[src/rtl/pafo_regs.vh]
// register offsets, field positions and reset values for the port override block
`ifndef PAFO_REGS_VH
`define PAFO_REGS_VH
`define PAFO_IO_LAST 8'h3F
`define PAFO_DATA_OFS 8'h20
`define PAFO_EXT_BASE 8'h60
`define PAFO_DIR_A_OFS 8'h1A
`define PAFO_OUT_A_OFS 8'h1B
`define PAFO_SFIO_OFS 8'h20
`define PAFO_SFIO_DATA_ADDR 8'h40
`define PAFO_PUD_BIT 2
`define PAFO_DIR_A_RST 8'h00
`define PAFO_OUT_A_RST 8'h00
`define PAFO_SFIO_RST 8'h00
`define PAFO_TDI_BIT 7
`define PAFO_TDO_BIT 6
`define PAFO_TMS_BIT 5
`define PAFO_TCK_BIT 4
`define PAFO_OSC_IN_BIT 4
`define PAFO_OSC_OUT_BIT 3
`define PAFO_ALE_BIT 2
`define PAFO_RD_BIT 1
`define PAFO_WR_BIT 0
`endif

[src/rtl/pafo_port_override.v]
// port alternate function override logic for the analog and strobe ports
`timescale 1ns/10ps
`include "pafo_regs.vh"
module pafo_port_override #(
  parameter W = 8
) (
  input wire ref_clk,
  input wire sys_rst,
  input wire io_wr,
  input wire io_rd,
  input wire data_wr,
  input wire data_rd,
  input wire [7:0] addr,
  input wire [7:0] wdata,
  output reg [7:0] rdata,
  input wire test_port_enable,
  input wire tap_shift_ir,
  input wire tap_shift_dr,
  input wire tap_tdo,
  input wire async_timer_clock_select,
  input wire ext_memory_enable,
  input wire legacy_mode,
  input wire mem_ale,
  input wire mem_rd_n,
  input wire mem_wr_n,
  input wire [W-1:0] port_f_output_bit,
  input wire [W-1:0] port_f_direction_bit,
  input wire [W-1:0] port_g_output_bit,
  input wire [W-1:0] port_g_direction_bit,
  output reg [W-1:0] port_a_out,
  output reg [W-1:0] port_a_oe,
  output reg [W-1:0] port_a_pullup,
  output reg [W-1:0] port_f_out,
  output reg [W-1:0] port_f_oe,
  output reg [W-1:0] port_f_pullup,
  output reg [W-1:0] port_f_input_disable,
  output reg [W-1:0] port_g_out,
  output reg [W-1:0] port_g_oe,
  output reg [W-1:0] port_g_pullup,
  output reg [W-1:0] port_g_input_disable
);

// ----------------------------------------------------------------
// register file
// ----------------------------------------------------------------
reg [7:0] dir_a_reg;
reg [7:0] out_a_reg;
reg [7:0] sfio_reg;
reg [7:0] rdata_next;
reg [7:0] io_ofs;
reg acc_wr;
reg acc_rd;
reg hit_ok;

// io instructions see 0x00-0x3F; data accesses add 0x20 and stop
// at 0x5F; nothing decodes from 0x60 up
always @* begin
  acc_wr = 1'b0;
  acc_rd = 1'b0;
  io_ofs = 8'h00;
  hit_ok = 1'b0;
  if ((io_wr || io_rd) && addr <= `PAFO_IO_LAST) begin
    io_ofs = addr;
    hit_ok = 1'b1;
    acc_wr = io_wr;
    acc_rd = io_rd;
  end else if ((data_wr || data_rd) && addr >= `PAFO_DATA_OFS &&
               addr < `PAFO_EXT_BASE) begin
    io_ofs = addr - `PAFO_DATA_OFS;
    hit_ok = 1'b1;
    acc_wr = data_wr;
    acc_rd = data_rd;
  end
end

always @* begin
  rdata_next = 8'h00;
  if (acc_rd && hit_ok) begin
    case (io_ofs)
      `PAFO_DIR_A_OFS: rdata_next = dir_a_reg;
      `PAFO_OUT_A_OFS: rdata_next = out_a_reg;
      `PAFO_SFIO_OFS: rdata_next = sfio_reg;
      default: rdata_next = 8'h00;
    endcase
  end
end

always @(posedge ref_clk or posedge sys_rst) begin
  if (sys_rst) begin
    rdata <= 8'h00;
  end else begin
    rdata <= rdata_next;
  end
end

always @(posedge ref_clk or posedge sys_rst) begin
  if (sys_rst) begin
    dir_a_reg <= `PAFO_DIR_A_RST;
  end else if (acc_wr && io_ofs == `PAFO_DIR_A_OFS) begin
    dir_a_reg <= wdata;
  end
end

always @(posedge ref_clk or posedge sys_rst) begin
  if (sys_rst) begin
    out_a_reg <= `PAFO_OUT_A_RST;
  end else if (acc_wr && io_ofs == `PAFO_OUT_A_OFS) begin
    out_a_reg <= wdata;
  end
end

always @(posedge ref_clk or posedge sys_rst) begin
  if (sys_rst) begin
    sfio_reg <= `PAFO_SFIO_RST;
  end else if (acc_wr && io_ofs == `PAFO_SFIO_OFS) begin
    sfio_reg <= wdata;
  end
end

wire pullup_disable = sfio_reg[`PAFO_PUD_BIT];

// ----------------------------------------------------------------
// override generation
// ----------------------------------------------------------------
reg [W-1:0] f_pullup_override_enable;
reg [W-1:0] f_pullup_override_value;
reg [W-1:0] f_direction_override_enable;
reg [W-1:0] f_direction_override_value;
reg [W-1:0] f_port_value_override_enable;
reg [W-1:0] f_port_value_override_value;
reg [W-1:0] f_input_disable_override_enable;
reg [W-1:0] g_pullup_override_enable;
reg [W-1:0] g_pullup_override_value;
reg [W-1:0] g_direction_override_enable;
reg [W-1:0] g_direction_override_value;
reg [W-1:0] g_port_value_override_enable;
reg [W-1:0] g_port_value_override_value;
reg [W-1:0] g_input_disable_override_enable;
wire jt = test_port_enable;
wire osc = async_timer_clock_select;
// legacy mode forces the strobe functions regardless of software
wire mem = ext_memory_enable | legacy_mode;

always @* begin
  // lower analog pins keep every enable and value at zero
  f_pullup_override_enable = {W{1'b0}};
  f_pullup_override_value = {W{1'b0}};
  f_direction_override_enable = {W{1'b0}};
  f_direction_override_value = {W{1'b0}};
  f_port_value_override_enable = {W{1'b0}};
  f_port_value_override_value = {W{1'b0}};
  f_input_disable_override_enable = {W{1'b0}};
  // test pins: tck, tms, tdi and tdo withheld from io, scan runs on tck
  f_pullup_override_enable[`PAFO_TCK_BIT] = jt;
  f_pullup_override_value[`PAFO_TCK_BIT] = 1'b1;
  f_direction_override_enable[`PAFO_TCK_BIT] = jt;
  f_input_disable_override_enable[`PAFO_TCK_BIT] = jt;
  f_pullup_override_enable[`PAFO_TMS_BIT] = jt;
  f_pullup_override_value[`PAFO_TMS_BIT] = 1'b1;
  f_direction_override_enable[`PAFO_TMS_BIT] = jt;
  f_input_disable_override_enable[`PAFO_TMS_BIT] = jt;
  f_pullup_override_enable[`PAFO_TDI_BIT] = jt;
  f_pullup_override_value[`PAFO_TDI_BIT] = 1'b1;
  f_direction_override_enable[`PAFO_TDI_BIT] = jt;
  f_input_disable_override_enable[`PAFO_TDI_BIT] = jt;
  f_pullup_override_enable[`PAFO_TDO_BIT] = jt;
  f_direction_override_enable[`PAFO_TDO_BIT] = jt;
  f_input_disable_override_enable[`PAFO_TDO_BIT] = jt;
  f_direction_override_value[`PAFO_TDO_BIT] = tap_shift_ir | tap_shift_dr;
  f_port_value_override_enable[`PAFO_TDO_BIT] = jt;
  f_port_value_override_value[`PAFO_TDO_BIT] = tap_tdo;

  g_pullup_override_enable = {W{1'b0}};
  g_pullup_override_value = {W{1'b0}};
  g_direction_override_enable = {W{1'b0}};
  g_direction_override_value = {W{1'b0}};
  g_port_value_override_enable = {W{1'b0}};
  g_port_value_override_value = {W{1'b0}};
  g_input_disable_override_enable = {W{1'b0}};
  g_pullup_override_enable[`PAFO_OSC_IN_BIT] = osc;
  g_direction_override_enable[`PAFO_OSC_IN_BIT] = osc;
  g_input_disable_override_enable[`PAFO_OSC_IN_BIT] = osc;
  g_pullup_override_enable[`PAFO_OSC_OUT_BIT] = osc;
  g_direction_override_enable[`PAFO_OSC_OUT_BIT] = osc;
  g_input_disable_override_enable[`PAFO_OSC_OUT_BIT] = osc;
  g_pullup_override_enable[`PAFO_ALE_BIT] = mem;
  g_direction_override_enable[`PAFO_ALE_BIT] = mem;
  g_direction_override_value[`PAFO_ALE_BIT] = 1'b1;
  g_port_value_override_enable[`PAFO_ALE_BIT] = mem;
  g_port_value_override_value[`PAFO_ALE_BIT] = mem_ale;
  g_pullup_override_enable[`PAFO_RD_BIT] = mem;
  g_direction_override_enable[`PAFO_RD_BIT] = mem;
  g_direction_override_value[`PAFO_RD_BIT] = 1'b1;
  g_port_value_override_enable[`PAFO_RD_BIT] = mem;
  g_port_value_override_value[`PAFO_RD_BIT] = mem_rd_n;
  g_pullup_override_enable[`PAFO_WR_BIT] = mem;
  g_direction_override_enable[`PAFO_WR_BIT] = mem;
  g_direction_override_value[`PAFO_WR_BIT] = 1'b1;
  g_port_value_override_enable[`PAFO_WR_BIT] = mem;
  g_port_value_override_value[`PAFO_WR_BIT] = mem_wr_n;
end

// ----------------------------------------------------------------
// pin resolution
// ----------------------------------------------------------------
// normal pull-up: input with output bit set and pull-ups not disabled
wire [W-1:0] a_pu = ~dir_a_reg & out_a_reg & {W{~pullup_disable}};
wire [W-1:0] f_pu = ~port_f_direction_bit & port_f_output_bit & {W{~pullup_disable}};
wire [W-1:0] g_pu = ~port_g_direction_bit & port_g_output_bit & {W{~pullup_disable}};

wire [W-1:0] f_pu_n = (f_pullup_override_enable & f_pullup_override_value) | (~f_pullup_override_enable & f_pu);
wire [W-1:0] f_oe_n = (f_direction_override_enable & f_direction_override_value) |
                      (~f_direction_override_enable & port_f_direction_bit);
wire [W-1:0] f_out_n = (f_port_value_override_enable & f_port_value_override_value) |
                       (~f_port_value_override_enable & port_f_output_bit);
wire [W-1:0] g_pu_n = (g_pullup_override_enable & g_pullup_override_value) | (~g_pullup_override_enable & g_pu);
wire [W-1:0] g_oe_n = (g_direction_override_enable & g_direction_override_value) |
                      (~g_direction_override_enable & port_g_direction_bit);
wire [W-1:0] g_out_n = (g_port_value_override_enable & g_port_value_override_value) |
                       (~g_port_value_override_enable & port_g_output_bit);

// test pin pullups come from override enable and value, gated by jt
wire [W-1:0] f_pu_rst = f_pullup_override_enable & f_pullup_override_value & {W{jt}};

// ----------------------------------------------------------------
// pin output registers
// ----------------------------------------------------------------
always @(posedge ref_clk or posedge sys_rst) begin
  if (sys_rst) begin
    port_a_out <= {W{1'b0}};
    port_a_oe <= {W{1'b0}};
    port_a_pullup <= {W{1'b0}};
  end else begin
    port_a_out <= out_a_reg;
    port_a_oe <= dir_a_reg;
    port_a_pullup <= a_pu;
  end
end

always @(posedge ref_clk or posedge sys_rst) begin
  if (sys_rst) begin
    port_f_out <= {W{1'b0}};
    port_f_oe <= {W{1'b0}};
    port_f_input_disable <= {W{1'b0}};
  end else begin
    port_f_out <= f_out_n;
    port_f_oe <= f_oe_n;
    port_f_input_disable <= f_input_disable_override_enable;
  end
end

always @(posedge ref_clk or posedge sys_rst) begin
  if (sys_rst) begin
    port_g_out <= {W{1'b0}};
    port_g_oe <= {W{1'b0}};
    port_g_pullup <= {W{1'b0}};
    port_g_input_disable <= {W{1'b0}};
  end else begin
    port_g_out <= g_out_n;
    port_g_oe <= g_oe_n;
    port_g_pullup <= g_pu_n;
    port_g_input_disable <= g_input_disable_override_enable;
  end
end

// ----------------------------------------------------------------
// test pin pullups
// ----------------------------------------------------------------
// no async reset here: the test pin pullups must hold through reset
// while the port stays enabled; reset only masks the other bits
always @(posedge ref_clk) begin
  if (sys_rst) begin
    port_f_pullup <= f_pu_rst;
  end else begin
    port_f_pullup <= f_pu_n | f_pu_rst;
  end
end

endmodule // pafo_port_override

[config.mk]
export PLATFORM = sky130hd
export DESIGN_NAME = pafo_port_override
export DESIGN_NICKNAME = d
export VERILOG_FILES = /design/src/rtl/pafo_port_override.v
export VERILOG_INCLUDE_DIRS = /design/src /design/src/rtl
export SDC_FILE = /design/constraint.sdc
export NUM_CORES = 1
export LEC_CHECK = 0
export BUFFER_PORTS_ARGS = -buffer_cell sky130_fd_sc_hd__buf_2
export CAP_MARGIN = 20
export CORE_AREA = 2 2 109 111
export CTS_CLUSTER_DIAMETER = 40
export DETAILED_ROUTE_END_ITERATION = 12
export DIE_AREA = 0 0 111 113
export GPL_TIMING_DRIVEN = 0
export SETUP_SLACK_MARGIN = 0.5
export SYNTH_ARGS = -nofsm -noshare
export SYNTH_HDL_FRONTEND = slang
export SYNTH_SLANG_ARGS = --single-unit
[constraint.sdc]
create_clock -name ref_clk -period 8.55 [get_ports ref_clk]
set_clock_uncertainty 0.15 [all_clocks]
set_input_delay 0.4275 -clock ref_clk [delete_from_list [all_inputs] [get_ports ref_clk]]
set_output_delay 0.4275 -clock ref_clk [all_outputs]
set_load 0.02 [all_outputs]
# [Yosys cells after proc, flatten, opt, wreduce, memory -nomap -nowiden]
# Cells that the tools add are included.
[totals] in_bits=64 regBits=106 word_cells=74
[op_classes] reduce_logical=9 order_cmp=3 n_bitwise=32 mux=11 n_eq_ne=3 add_sub_neg=1
[ops] op="$and 8x8->8" n=13
[ops] op="$mux 8" n=4
[ops] op="$not 8->8" n=4
[ops] op="$or 8x8->8" n=3
[ops] op="$pmux 8 s3" n=1
[ops] op="$eq 8x5->1 const B" n=2
[ops] op="$or 3x8->8" n=2
[ops] op="$and 8x7->8" n=1
[ops] op="$eq 8x6->1 const B" n=1
[ops] op="$ge 8x6->1 const B" n=1
[ops] op="$le 8x6->1 const B" n=1
[ops] op="$lt 8x7->1 const B" n=1
[ops] op="$not 3->8" n=1
[ops] op="$not 5->8" n=1
[ops] op="$not 7->8" n=1
[ops] op="$or 7x8->8" n=1
[ops] op="$sub 8x6->8 const B" n=1
[ops] op="$and 7x7->7" n=1
[ops] op="$logic_and 1x1->1" n=7
[ops] op="$mux 1" n=6
[ops] op="$and 3x3->3" n=1
[ops] op="$logic_or 1x1->1" n=2
[ops] op="$or 1x1->1" n=2
[ops] op="$not 1->1" n=1

# [Depth between registers and ports, before layout]
[depth] word_depth=8 mapped_depth=8

# [Worst setup path after synthesis]
# OpenSTA, ideal clock, no wires.
[synth_timing] kind="input -> register" startpoint="input port addr[6]" endpoint="register dir_a_reg[0]" cell_stages=8 setup_ns=0.125 t_arrival_ns=2.017 required_ns=8.275 setup_slack_ns=6.258 cell_sequence="inv_1 > ha_1 > nor2b_1 > o2111ai_1 > o21ai_2 > and4bb_1 > buf_6 > mux2_2"
[synth_via] elab_chain_cells=7
[synth_lines] item="start: declaration" line="pafo_port_override.v:13" source="input wire [7:0] addr,"
[synth_lines] item="$ge 8x6->1 (no source line)"
[synth_lines] item="$logic_and 1x1->1 (no source line) (2 in a row)"
[synth_lines] item="$mux 8" line="pafo_port_override.v:67" source="end else if ((data_wr || data_rd) && addr >= `PAFO_DATA_OFS &&"
[synth_lines] item="$mux 8" line="pafo_port_override.v:62" source="if ((io_wr || io_rd) && addr <= `PAFO_IO_LAST) begin"
[synth_lines] item="$eq 8x5->1"
[synth_lines] item="$logic_and 1x1->1 (no source line) *"
[synth_lines] item="end signal: assignment" line="pafo_port_override.v:98" source="dir_a_reg <= `PAFO_DIR_A_RST;"
[synth_lines] item="end signal: assignment" line="pafo_port_override.v:100" source="dir_a_reg <= wdata;"
[synth_lines] item="end: declaration" line="pafo_port_override.v:46" source="reg [7:0] dir_a_reg;"
# Every way passes the cells marked *; elsewhere a longest branch is shown, timed or not.
# A chain may end at the register's enable or synchronous reset.

# [Final worst setup path]
[layout_timing] startpoint="input port addr[5]" endpoint="register out_a_reg[2]"
[layout_via] elab_chain_cells=7
[layout_lines] item="$ge 8x6->1 (no source line)"
[layout_lines] item="$logic_and 1x1->1 (no source line) (2 in a row)"
[layout_lines] item="$mux 8" line="pafo_port_override.v:67"
[layout_lines] item="$mux 8" line="pafo_port_override.v:62"
[layout_lines] item="$eq 8x5->1"
[layout_lines] item="$logic_and 1x1->1 (no source line) *"
[layout_lines] item="end signal: assignment" line="pafo_port_override.v:106" source="out_a_reg <= `PAFO_OUT_A_RST;"
[layout_lines] item="end signal: assignment" line="pafo_port_override.v:108" source="out_a_reg <= wdata;"
[layout_lines] item="end: declaration" line="pafo_port_override.v:47" source="reg [7:0] out_a_reg;"
# Marked as above.

==> flow_summary.html <==
<table>
<tr><th>Metric</th><th>Value</th></tr>
<tr><th colspan="2">STA</th></tr>
<tr><td>Worst Hold Slack</td><td>0.02971 ns</td></tr>
<tr><td>Relative slew slack</td><td>0.4181</td></tr>
<tr><td>Transition time of the tightest slew-check pin</td><td>0.8728 ns</td></tr>
<tr><td>Number of max-slew violations in the final report</td><td>0</td></tr>
<tr><td>Number of setup violations in the final report</td><td>0</td></tr>
<tr><td>Final worst-path cycle share</td><td>0.2908</td></tr>
<tr><td>Time the final worst path needs with I/O delays and setup</td><td>2.486 ns</td></tr>
<tr><td>Total Neg Setup Slack</td><td>0 ns</td></tr>
<tr><td>Maximum clock rate</td><td>0.4022 GHz</td></tr>
<tr><td>Unrepaired setup endpoints after global routing</td><td>no</td></tr>
<tr><td>Number of hold violations in the final report</td><td>0</td></tr>
<tr><th colspan="2">Synth</th></tr>
<tr><td>Multiplexer fraction of the synthesized cell area</td><td>0.1057</td></tr>
<tr><td>Average footprint of a synthesized cell</td><td>14.78 µm²</td></tr>
<tr><td>Flops &amp; latches, synth</td><td>106</td></tr>
<tr><td>Basic-gate share of the synthesized area counting and, or, nand and nor cells</td><td>0.1138</td></tr>
<tr><td>Sequential element share of the synthesized area</td><td>0.6749</td></tr>
<tr><td>Summed instance area of the synthesized netlist</td><td>3871 µm²</td></tr>
<tr><td>Post-synthesis instance total</td><td>262</td></tr>
<tr><td>Synth Warn #</td><td>0</td></tr>
<tr><td>XOR/XNOR Fraction of Synth Area</td><td>0.002262</td></tr>
<tr><td>Share of synthesized cell area in full adder, half adder and majority cells</td><td>0.006464</td></tr>
<tr><td>Most frequently used flop master after synthesis</td><td>sky130_fd_sc_hd__dfrtp_1</td></tr>
<tr><td>Netlist cell types</td><td>39</td></tr>
<tr><td>Synth Area in Compound Gates</td><td>0.05042</td></tr>
<tr><td>Count of flip-flops with a built-in enable after synthesis</td><td>0</td></tr>
<tr><td>Combinational family with the most area after synthesis</td><td>simple AND/OR/NAND/NOR gates</td></tr>
<tr><td>Fraction of registers with async set or reset after synthesis</td><td>0.9245</td></tr>
<tr><th colspan="2">Global routing</th></tr>
<tr><td>GRT Residual Overflow</td><td>0</td></tr>
<tr><td>Vias in the first global route</td><td>2801</td></tr>
<tr><td>Wire length of the first global-routing pass</td><td>14000 µm</td></tr>
<tr><td>Pin count of the biggest net entering global routing</td><td>61</td></tr>
<tr><td>Number of antenna violations at the first check in global routing</td><td>0</td></tr>
<tr><td>Combined global-route utilization of all metal layers</td><td>0.1441</td></tr>
<tr><th colspan="2">Route</th></tr>
<tr><td>Total number of vias</td><td>2621</td></tr>
<tr><td>DRC Markers</td><td>0</td></tr>
<tr><td>Residual antenna-violating net count after detailed routing</td><td>0</td></tr>
<tr><td>Routed wire length</td><td>8647 µm</td></tr>
<tr><td>Vias per cell</td><td>4.519</td></tr>
<tr><td>Number of violations reported at the end of detailed-routing iteration 0</td><td>116</td></tr>
<tr><td>Drt pass-1 iters</td><td>3</td></tr>
<tr><td>WL per Instance</td><td>14.91 µm</td></tr>
<tr><th colspan="2">Finish</th></tr>
<tr><td>Post-Layout Inst Area</td><td>5122 µm²</td></tr>
<tr><td>Final layout net count</td><td>498</td></tr>
<tr><td>Signed area change from the synthesized netlist to the final layout</td><td>32.32%</td></tr>
<tr><td>Share of post-route cells with drive strength above 1</td><td>0.5286</td></tr>
<tr><td>Antenna Cells</td><td>0</td></tr>
<tr><th colspan="2">Place</th></tr>
<tr><td>Placer congestion estimate</td><td>0.8669</td></tr>
<tr><td>Count of port buffers added during placement</td><td>149</td></tr>
<tr><td>HPWL after detailed placement</td><td>6384 µm</td></tr>
<tr><td>Post-place instance area</td><td>4860 µm²</td></tr>
<tr><th colspan="2">Floorplan</th></tr>
<tr><td>Number of standard-cell rows in the floorplan</td><td>39</td></tr>
<tr><td>Initial Utilization</td><td>0.3434</td></tr>
<tr><td>Core Region</td><td>11270 µm²</td></tr>
<tr><td>Die height</td><td>113 µm</td></tr>
<tr><td>I/O pins</td><td>160</td></tr>
<tr><td>Die Area</td><td>12540 µm²</td></tr>
<tr><td>Die width</td><td>111 µm</td></tr>
<tr><th colspan="2">Clocking</th></tr>
<tr><td>Number of buffers inserted for hold repair after clock tree synthesis</td><td>0</td></tr>
<tr><td>Cell chosen for the clock root</td><td>sky130_fd_sc_hd__clkbuf_16</td></tr>
<tr><td>PostCTS Resize Cnt</td><td>0</td></tr>
<tr><td>Clock buffer count from CTS</td><td>9</td></tr>
<tr><td>Maximum buffer depth of the clock tree</td><td>2</td></tr>
<tr><td>TritonCTS clock tree</td><td>done</td></tr>
<tr><td>Latest clock arrival within the worst-skew pair</td><td>0.34 ns</td></tr>
<tr><td>TritonCTS sink count</td><td>106</td></tr>
<tr><td>Maximum level of the CTS H-tree</td><td>3</td></tr>
<tr><td>Post-CTS setup buffer count</td><td>0</td></tr>
<tr><td>Clock-pin slew reported for the worst setup and hold paths after clock tree synthesis</td><td>0.07 ns</td></tr>
<tr><th colspan="2">Power and ir drop</th></tr>
<tr><td>Sequential share of power</td><td>0.521</td></tr>
<tr><td>Share of total power consumed by net switching</td><td>0.2524</td></tr>
<tr><td>Combinational cell fraction of total power</td><td>0.124</td></tr>
<tr><td>Static Leak</td><td>2.684 nW</td></tr>
<tr><td>P_sw</td><td>260.9 µW</td></tr>
<tr><td>Power Density</td><td>201.8 nW/µm²</td></tr>
<tr><td>Maximum vdd drop</td><td>0.09914 mV</td></tr>
<tr><td>Clk network pwr share</td><td>0.355</td></tr>
<tr><td>Pint</td><td>772.8 µW</td></tr>
<tr><th colspan="2">Worst setup path</th></tr>
<tr><td>Reg-to-reg critical path startpoint</td><td>sfio_reg[2]</td></tr>
<tr><td>Highest cell delay on the worst timing path</td><td>0.45 ns</td></tr>
<tr><td>Source of the critical timing path</td><td>addr[5]</td></tr>
<tr><td>Biggest fanout along the worst timing path</td><td>10</td></tr>
<tr><td>Startpoint Class</td><td>primary input</td></tr>
<tr><td>Endpoint arrival time on the critical path</td><td>2.56 ns</td></tr>
<tr><td>Classification of the worst setup path</td><td>in2reg</td></tr>
<tr><td>Critical path data required time</td><td>8.62 ns</td></tr>
<tr><td>CP max stage cell</td><td>sky130_fd_sc_hd__o21ai_2</td></tr>
<tr><td>Ordered cell list for the critical path</td><td>buf_2 &gt; inv_2 &gt; ha_1 &gt; nor2b_1 &gt; o2111ai_1 &gt; o21ai_2 &gt; and4b_1 &gt; buf_6 &gt; mux2_2</td></tr>
<tr><td>Endpoint type of the worst setup path</td><td>flip-flop</td></tr>
<tr><th colspan="2">Worst hold path</th></tr>
<tr><td>Class of the most critical hold timing path</td><td>in2async</td></tr>
<tr><th colspan="2">Run</th></tr>
<tr><td>Max cap viols</td><td>0</td></tr>
<tr><th colspan="2">Status</th></tr>
<tr><td>Status</td><td>finished, final reports clean</td></tr>
</table>
==> per-layer routing <==
layer  vias up  share of wire  wire length (µm)  GRT usage
met5         -              0                 0          0
met4         0          0.022               189    0.06833
met3        13          0.076               660    0.03964
met2       110           0.49              4254     0.2499
met1      1259           0.41              3542     0.1666
li1       1239              -                 -          -
==> synthesized netlist by cell type (2+ instances only) <==
master,n,area share
sky130_fd_sc_hd__a21oi_1,9,0.012
sky130_fd_sc_hd__a311oi_4,2,0.014
sky130_fd_sc_hd__a31o_2,3,0.0068
sky130_fd_sc_hd__buf_4,14,0.027
sky130_fd_sc_hd__buf_6,2,0.0058
sky130_fd_sc_hd__clkbuf_1,4,0.0039
sky130_fd_sc_hd__dfrtp_1,98,0.63
sky130_fd_sc_hd__dfxtp_1,8,0.041
sky130_fd_sc_hd__ha_1,2,0.0065
sky130_fd_sc_hd__inv_1,7,0.0068
sky130_fd_sc_hd__mux2_2,35,0.10
sky130_fd_sc_hd__nand2_1,3,0.0029
sky130_fd_sc_hd__nand3_1,16,0.021
sky130_fd_sc_hd__nor2_1,10,0.0097
sky130_fd_sc_hd__nor2b_1,3,0.0048
sky130_fd_sc_hd__nor3b_1,14,0.027
sky130_fd_sc_hd__nor4b_1,6,0.014
sky130_fd_sc_hd__or3_1,5,0.0081
==> metrics by stage <==
| stage | std cells | setup slack (ns) | power [mW] | utilization |
|---|---|---|---|---|
| 4_1_cts | 580 | 6.069 | 1.048 | 0.4544 |
| 3_3_place_gp | 563 | 4.311 | 0.6738 | 0.4285 |
| 3_5_place_dp | 564 | 5.688 | 0.6794 | 0.4311 |
| 6_report | 580 | 6.064 | 1.034 | 0.4544 |
| 5_1_grt | 580 | 5.882 | 1.079 | 0.4544 |
| 2_1_floorplan | 271 | 5.410 | 0.6231 | - |
==> worst max-delay path, delay by kind of cell <==
family | cells | cell delay (ns)
AO/OA/AOI/OAI | 2 | 0.67
AND/OR/NAND/NOR | 2 | 0.40
multiplexers | 1 | 0.34
buffers and inverters | 3 | 0.43
adder cells (fa/ha/maj) | 1 | 0.27
==> power groups by stage <==
stage               clock [mW]  sequential, mW  combinational (mW)
finish                   0.367           0.538               0.128
detailed placement           0           0.549               0.131
global placement             0           0.547               0.126
CTS                      0.378           0.539               0.131
global route             0.397           0.542               0.141
floorplan                    0           0.567              0.0556
==> final timing paths <==
kind / to / slack (ns) / cells past startpoint
worst min register to register: port_a_out[3] / 0.27 / 0
worst max-delay path: out_a_reg[2] / 6.06 / 9
min in group ref_clk: port_g_out[7] / 0.05 / 1
worst min-delay path: port_f_out[2] / 0.03 / 2
worst max register to register: rdata[2] / 7.11 / 3
max in group asynchronous: port_g_out[0] / 7.57 / 3
==> cell families after synthesis <==
group / after synthesis
xor+xnor: 1
flops: 106
fa+ha+maj: 2
buf+inv: 29
simple gates: 66
compound gates: 21
mux: 36
other cells: 1
==> layout by cell type (no fill, tap or decap), types with 3 or more instances in the layout <==
| master | count |
|---|---|
| sky130_fd_sc_hd__conb_1 | 10 |
| sky130_fd_sc_hd__nand3_1 | 16 |
| sky130_fd_sc_hd__nor4b_1 | 6 |
| sky130_fd_sc_hd__a31o_2 | 3 |
| sky130_fd_sc_hd__nor2b_1 | 3 |
| sky130_fd_sc_hd__clkbuf_1 | 5 |
| sky130_fd_sc_hd__a21oi_1 | 9 |
| sky130_fd_sc_hd__inv_1 | 6 |
| sky130_fd_sc_hd__dfrtp_1 | 98 |
| sky130_fd_sc_hd__dfxtp_1 | 8 |
| sky130_fd_sc_hd__or3_1 | 5 |
| sky130_fd_sc_hd__nor2_1 | 10 |
| sky130_fd_sc_hd__clkinv_2 | 5 |
| sky130_fd_sc_hd__mux2_2 | 35 |
| sky130_fd_sc_hd__nor3b_1 | 14 |
| sky130_fd_sc_hd__clkbuf_16 | 9 |
| sky130_fd_sc_hd__buf_4 | 14 |
| sky130_fd_sc_hd__buf_2 | 149 |
| sky130_fd_sc_hd__nand2_1 | 3 |
==> final cells by class <==
cell class / instances / area [µm²]
Clock inverter: 6 / 33.78
Tap cell: 143 / 178.9
Timing Repair Buffer: 150 / 773.2
Clock buffer: 10 / 229.0
Multi-Input combinational cell: 136 / 1116
Sequential cell: 106 / 2613
Buffer: 21 / 146.4
Inverter: 8 / 32.53
Fill cell: 1024 / 6150
(Power assumes the default switching activity.)
